### src/rtl/srw_pkg.sv
package srw_pkg;
	// Pulse and watchdog times in their own units
	localparam int unsigned RESET_PULSE_MS     = 200;
	localparam int unsigned RESET_MIN_MS       = 140;
	localparam int unsigned WDOG_TIMEOUT_MS    = 1600;
	localparam int unsigned CLK_HZ             = 20000000;
	localparam int unsigned CYCLES_PER_MS      = CLK_HZ / 1000;
	localparam int unsigned RESET_PULSE_CYC    = RESET_PULSE_MS * CYCLES_PER_MS;
	localparam int unsigned RESET_MIN_CYC      = RESET_MIN_MS * CYCLES_PER_MS;
	localparam int unsigned WDOG_TIMEOUT_CYC   = WDOG_TIMEOUT_MS * CYCLES_PER_MS;
	localparam int unsigned CNT_W              = 32;
	localparam logic [1:0]  SYNC_RESET_VAL     = 2'h0;
endpackage

### src/rtl/srw_supervisor.sv
`timescale 1ns/1ps
// Contract
// - Manual reset input held low starts a reset pulse.
// - Power-fail output low exactly while power-fail sense shows below threshold.
// - Kick level steady for the full timeout expires watchdog, timeout output low.
// - Floating kick input keeps the watchdog disabled, cleared and idle.
// - Watchdog clears on reset, floating kick, and any kick edge.
// - Once triggered, reset output stays low for the pulse duration.
// - Reset stays low as long as supply-low is active.
// - Full pulse duration is measured from supply recovery or manual release.
// - Watchdog expiry never asserts reset by itself.
// - Timeout output stays low after expiry until the watchdog clears.
// - Timeout output also low whenever supply-low is active.
// - Timeout output returns high with no added delay when supply recovers.
// - Active-high reset is always the exact complement of active-low reset.
// - Retrigger during a pulse keeps reset for at least the minimum duration.
// - After reset ends, first kick edge starts a fresh countdown; each edge restarts.
module srw_supervisor
#(
	parameter int unsigned RESET_CYC = srw_pkg::RESET_PULSE_CYC,
	parameter int unsigned WDOG_CYC  = srw_pkg::WDOG_TIMEOUT_CYC
)
(
	input  wire logic clk_sys,
	input  wire logic resetn,
	input  wire logic manual_reset_n,
	input  wire logic supply_low,
	input  wire logic power_fail_sense_in,
	input  wire logic watchdog_kick_in,
	input  wire logic watchdog_kick_float,
	output logic      reset_out_n,
	output logic      reset_out,
	output logic      power_fail_out_n,
	output logic      watchdog_expired_out_n
);
	localparam logic [srw_pkg::CNT_W-1:0] RST_LAST = srw_pkg::CNT_W'(RESET_CYC - 1);
	localparam logic [srw_pkg::CNT_W-1:0] WD_LAST  = srw_pkg::CNT_W'(WDOG_CYC - 1);

	typedef struct packed {
		logic                      rst_active;
		logic [srw_pkg::CNT_W-1:0] rst_cnt;
		logic                      wd_armed;
		logic [srw_pkg::CNT_W-1:0] wd_cnt;
		logic                      wd_expired;
		logic                      kick_prev;
		logic                      rst_n;
		logic                      rst_hi;
		logic                      pf_out_n;
		logic                      wd_out_n;
	} srw_state_s;

	srw_state_s state;
	srw_state_s next_state;
	logic       kick_sync;
	logic       float_sync;
	logic       kick_edge;
	logic       wd_clear;
	logic       trigger;

	// Kick level and its float flag cross separately
	srw_sync u_kick_sync
	(
		.clk_sys (clk_sys),
		.resetn  (resetn),
		.din     (watchdog_kick_in),
		.dout    (kick_sync)
	);

	srw_sync u_float_sync
	(
		.clk_sys (clk_sys),
		.resetn  (resetn),
		.din     (watchdog_kick_float),
		.dout    (float_sync)
	);

	assign kick_edge = kick_sync ^ state.kick_prev;
	// Only the manual input and supply-low trigger reset; expiry is kept out
	assign trigger   = !manual_reset_n || supply_low;
	assign wd_clear  = state.rst_active || float_sync || kick_edge;

	always_comb
	begin
		next_state = state;
		next_state.kick_prev = kick_sync;

		// Counter restarts while a trigger is held, so the full pulse runs from
		// its release; a retrigger therefore always exceeds the minimum
		if (trigger)
		begin
			next_state.rst_active = 1'b1;
			next_state.rst_cnt    = '0;
		end
		else if (state.rst_active)
		begin
			if (state.rst_cnt >= RST_LAST)
				next_state.rst_active = 1'b0;
			else
				next_state.rst_cnt = state.rst_cnt + 1'b1;
		end

		// Watchdog idles until the first edge after reset, then counts
		if (state.rst_active || float_sync)
		begin
			next_state.wd_armed   = 1'b0;
			next_state.wd_cnt     = '0;
			next_state.wd_expired = 1'b0;
		end
		else if (kick_edge)
		begin
			next_state.wd_armed   = 1'b1;
			next_state.wd_cnt     = '0;
			next_state.wd_expired = 1'b0;
		end
		else if (state.wd_armed && !state.wd_expired)
		begin
			if (state.wd_cnt >= WD_LAST)
				next_state.wd_expired = 1'b1;
			else
				next_state.wd_cnt = state.wd_cnt + 1'b1;
		end

		next_state.rst_n = !next_state.rst_active;
		next_state.rst_hi = next_state.rst_active;
		next_state.pf_out_n = !power_fail_sense_in;
		// Supply-low pulls it low; no stretch on recovery
		next_state.wd_out_n = !(next_state.wd_expired || supply_low);
	end

	always_ff @(posedge clk_sys or negedge resetn)
	begin
		if (!resetn)
		begin
			state            <= '0;
			state.rst_active <= 1'b1;
			state.rst_hi     <= 1'b1;
			state.pf_out_n   <= 1'b1;
			state.wd_out_n   <= 1'b1;
		end
		else
			state <= next_state;
	end

	assign reset_out_n            = state.rst_n;
	assign reset_out              = state.rst_hi;
	assign power_fail_out_n       = state.pf_out_n;
	assign watchdog_expired_out_n = state.wd_out_n;
endmodule

### src/rtl/srw_sync.sv
`timescale 1ns/1ps
// Two-flop level synchroniser; the first stage feeds only the second
module srw_sync
(
	input  wire logic clk_sys,
	input  wire logic resetn,
	input  wire logic din,
	output logic      dout
);
	typedef struct packed {
		logic [1:0] stage;
	} srw_sync_s;

	srw_sync_s state;
	srw_sync_s next_state;

	always_comb
	begin
		next_state       = state;
		next_state.stage = {state.stage[0], din};
	end

	always_ff @(posedge clk_sys or negedge resetn)
	begin
		if (!resetn)
			state.stage <= srw_pkg::SYNC_RESET_VAL;
		else
			state <= next_state;
	end

	assign dout = state.stage[1];
endmodule

### config.mk
export PLATFORM = sky130hd
export DESIGN_NAME = srw_supervisor
export DESIGN_NICKNAME = d
export VERILOG_FILES = /design/src/rtl/srw_pkg.sv /design/src/rtl/srw_supervisor.sv /design/src/rtl/srw_sync.sv
export SDC_FILE = /design/constraint.sdc
export NUM_CORES = 1
export LEC_CHECK = 0
export BUFFER_PORTS_ARGS = -buffer_cell sky130_fd_sc_hd__buf_2
export CORE_ASPECT_RATIO = 0.8
export CORE_MARGIN = 2
export CORE_UTILIZATION = 52
export DETAILED_ROUTE_END_ITERATION = 16
export GPL_TIMING_DRIVEN = 0
export PLACE_DENSITY = 0.71
export SETUP_SLACK_MARGIN = 0.15
export SLEW_MARGIN = 5
export SYNTH_ARGS = -nofsm -noshare
export SYNTH_HDL_FRONTEND = slang
export SYNTH_SLANG_ARGS = --single-unit
### constraint.sdc
create_clock -name clk_sys -period 2.4 [get_ports clk_sys]
set_clock_uncertainty 0.15 [all_clocks]
set_input_delay 0.48 -clock clk_sys [delete_from_list [all_inputs] [get_ports clk_sys]]
set_output_delay 0.48 -clock clk_sys [all_outputs]
set_load 0.1 [all_outputs]
==> metrics <==
status=completed; Clk Latency, worst-skew pair=between 0.3 and 0.4 ns; share of flip-flops with an asynchronous set or reset=between 90% and 100%; Post-synth EDFFs=0; synthesized area=0.00367 mm²; Slew HR=60.1%; Die X=~98 µm; Leakage=~0.0019 µW; Synth top area share=between 40% and 50%; R2R cell count=5; post-synthesis compound-gate area fraction=a little over an eighth; Simple-Gate Fraction of Synth Area=about 30%; crit-path cells=or4_4 -> a211o_4 -> or3_4 -> or4_1 -> a21oi_1; H-tree depth=3; GR Overflow Total=0; Finish-stage setup viols=0; adder-cell share of the synthesized area=less than 1%; Root Buffer Master=clkbuf_8; Core Area=about 0.007 mm²; crit-path max cell delay=0.57 ns; CP top delay family=simple AND/OR/NAND/NOR gates; crit start category=flop; Die H=79.2 µm; RSZ-0062 raised after global routing=yes; nets=440; first-pass GRT wire length=about 15 mm; crit path buf inv count=0; HPWL after detailed placement=5.75 mm; synthesis warning total=0; transition time of the tightest slew-check pin=roughly 0.60 ns; GPL Wtd Cong=0.904; final core area utilization=roughly 69%; CP Capture Type=flop; synth-to-layout area growth=29.2%; Max clock buf depth=2; # fillers=482; largest family of logic cells by synthesized area=simple AND/OR/NAND/NOR gates; P_int=approximately 1700 µW; vias per cell=~6.3; setup TNS=0 ns; Distinct cells, synth=48; largest net degree at the start of global routing=56; # IOs=11; First DRT Iteration DRCs=331; initial antenna violation count=0; sequential share of power=56.4%; post-synth top area cell=dfrtp_1; clock sink total=75; num rows=27; Synth Instances=roughly 380; Final min period=2.39 ns; routed len/inst=18.1 µm; PwrDens=between 400 and 500 mW/mm²; crit path max-delay cell type=or4_4; max frequency=around 0.42 GHz; Final period util=between 90% and 100%; CTS clk-pin slew, worst paths=around 0.080 ns; CP Class=reg -> reg; overall global routing resource usage=24.6%; clock share of power=roughly two fifths; crit path to=state[11]; reg-to-reg endpoint=state[11]; vias in the first global route=around 3000; area of placed instances=between 0.003 and 0.004 mm²; Worst R2R Setup Slack=0.005 ns; sequential fraction of the synthesis area=51.2%; Die Area=about 0.0078 mm²; CP required=roughly 2.5 ns; post-synthesis mux area share=0.545%; CTS tree=built; Tot Pwr=approximately 2300 µW; DRT Wirelength=roughly 9.5 mm; layout cell share with drive strength beyond 1=a little under a third; CP Data Arrival Time=around 2.5 ns; drc violations=0; initial core utilization=around 54%; Final Cell Area=approximately 0.0047 mm²; Max-Cap Viols=0; Max rail drop VDD=roughly 0.5 mV; xor/xnor cell area share of the yosys netlist=1.91%; Most used DFF post-synth=dfrtp_1; Slew Viols, Final=0; cell with the most instances after synthesis=dfrtp_1; Psw=579 µW; RR Startpoint=state[36]; Synth area leaders=dfrtp_1, nand3_1, a21oi_1; synthesized area per cell=roughly 10 µm²; Switching Share=25.6%; Final Hold Viols=0; CP Depth=5; Yosys reg bits=75; Combinational Power Share=roughly 3.2%; crit-path max FO=4; vias=around 3300; Antenna Cells=0; Hold Slack=roughly 0.078 ns; Worst setup startpoint=state[36]; Post-synth top cells=dfrtp_1, nand2_1, nand3_1; Syn Nets=about 390; Antenna Nets Post-Route=0; Hold Crit Class=in -> reg; First-pass DRT Iterations=5; port bufs=10; cts bufs inserted=9
layer usage:
metal	GRT usage [%]	up-vias	share of wire, %
met3	4.67	21	9.5
met4	7.08	0	1.9
met5	0	-	0
met2	34.8	166	43
li1	-	1522	-
met1	38.4	1602	45
worst reg2reg max path: stages (launching register included):
cell and delay [ns]:
dfrtp_1 0.37, or4_4 0.57, a211o_4 0.31, or3_4 0.34, or4_1 0.41, a21oi_1 0.16
power groups by stage:
stage | Combinational (µW) | Sequential [µW] | Clock, µW
2_1_floorplan | 14.4 | 1310 | 0
6_report | 72.9 | 1280 | 912
3_3_place_gp | 64.4 | 1300 | 0
3_5_place_dp | 72.0 | 1300 | 0
5_1_grt | 81.9 | 1280 | 985
4_1_cts | 73.6 | 1280 | 938
worst min path at each step:
stage | slack (ns) | endpoint | startpoint | cells after the start
floorplan | 0.03 | reset_out_n | resetn | 0
global placement | 0.18 | u_kick_sync.state[1] | u_kick_sync.state[0] | 0
detailed placement | 0.19 | u_kick_sync.state[1] | u_kick_sync.state[0] | 0
CTS | 0.06 | power_fail_out_n | power_fail_sense_in | 2
global route | 0.07 | u_float_sync.state[0] | watchdog_kick_float | 1
finish | 0.08 | power_fail_out_n | power_fail_sense_in | 2
registers in the layout, summed over array words and instances (netlist names):
register and count:
u_float_sync.state 2, reset_out 1, power_fail_out_n 1, state 67, reset_out_n 1, u_kick_sync.state 2
watchdog_expired_out_n 1
logic make-up after synthesis:
| logic type | Yosys count |
|---|---|
| and+or+nand+nor | 189 |
| xor gates and xnor gates | 8 |
| AOI/OAI and AO/OA | 75 |
| muxes | 2 |
| DFF | 75 |
| buffers and inverters | 27 |
| adders and majority gates | 2 |
repair_timing:
action | in CTS | in global routing
endpoints found under the setup margin | 48 | 43
hold endpoints to repair | 19 | 0
pin swaps | 18 | 20
hold buffers | 1 | 0
setup buffers | 17 | 11
resized for setup | 40 | 56
gates cloned | 1 | 1
stage by stage:
step	setup slack (ns)	std cells
2_1_floorplan	0.0511	378
3_3_place_gp	-0.264	475
3_5_place_dp	-0.331	476
4_1_cts	0.0195	511
5_1_grt	-0.0689	523
6_report	0.00533	523
layout make-up:
type                    instances  area (µm²)  area share, %
clock buffers                   9         124           2.61
repair buffers                 42         390           8.23
clock inverters                 7        58.8           1.24
well taps                      87         109           2.29
plain buffers                  18         128           2.69
flip-flops and latches         75        1890           39.8
multi-input cells             276        2010           42.4
inverters                       9        33.8          0.712
cell usage in the layout, fill, tap and decap left out, drive strengths merged, types with 3 or more instances in the layout:
master,n
nor2,20
xnor2,5
o211ai,9
o31ai,6
xor2,3
or4,14
buf,47
a211oi,5
or3,17
nor3,9
and3,3
dfstp,3
and2,21
nand3,27
nor4,9
nand4,19
nand2,30
a21oi,26
nand2b,3
a31oi,4
and4,5
o21ai,15
or4b,4
clkbuf,21
dfrtp,72
inv,13
No activity file was read; power rests on OpenSTA's default activity.
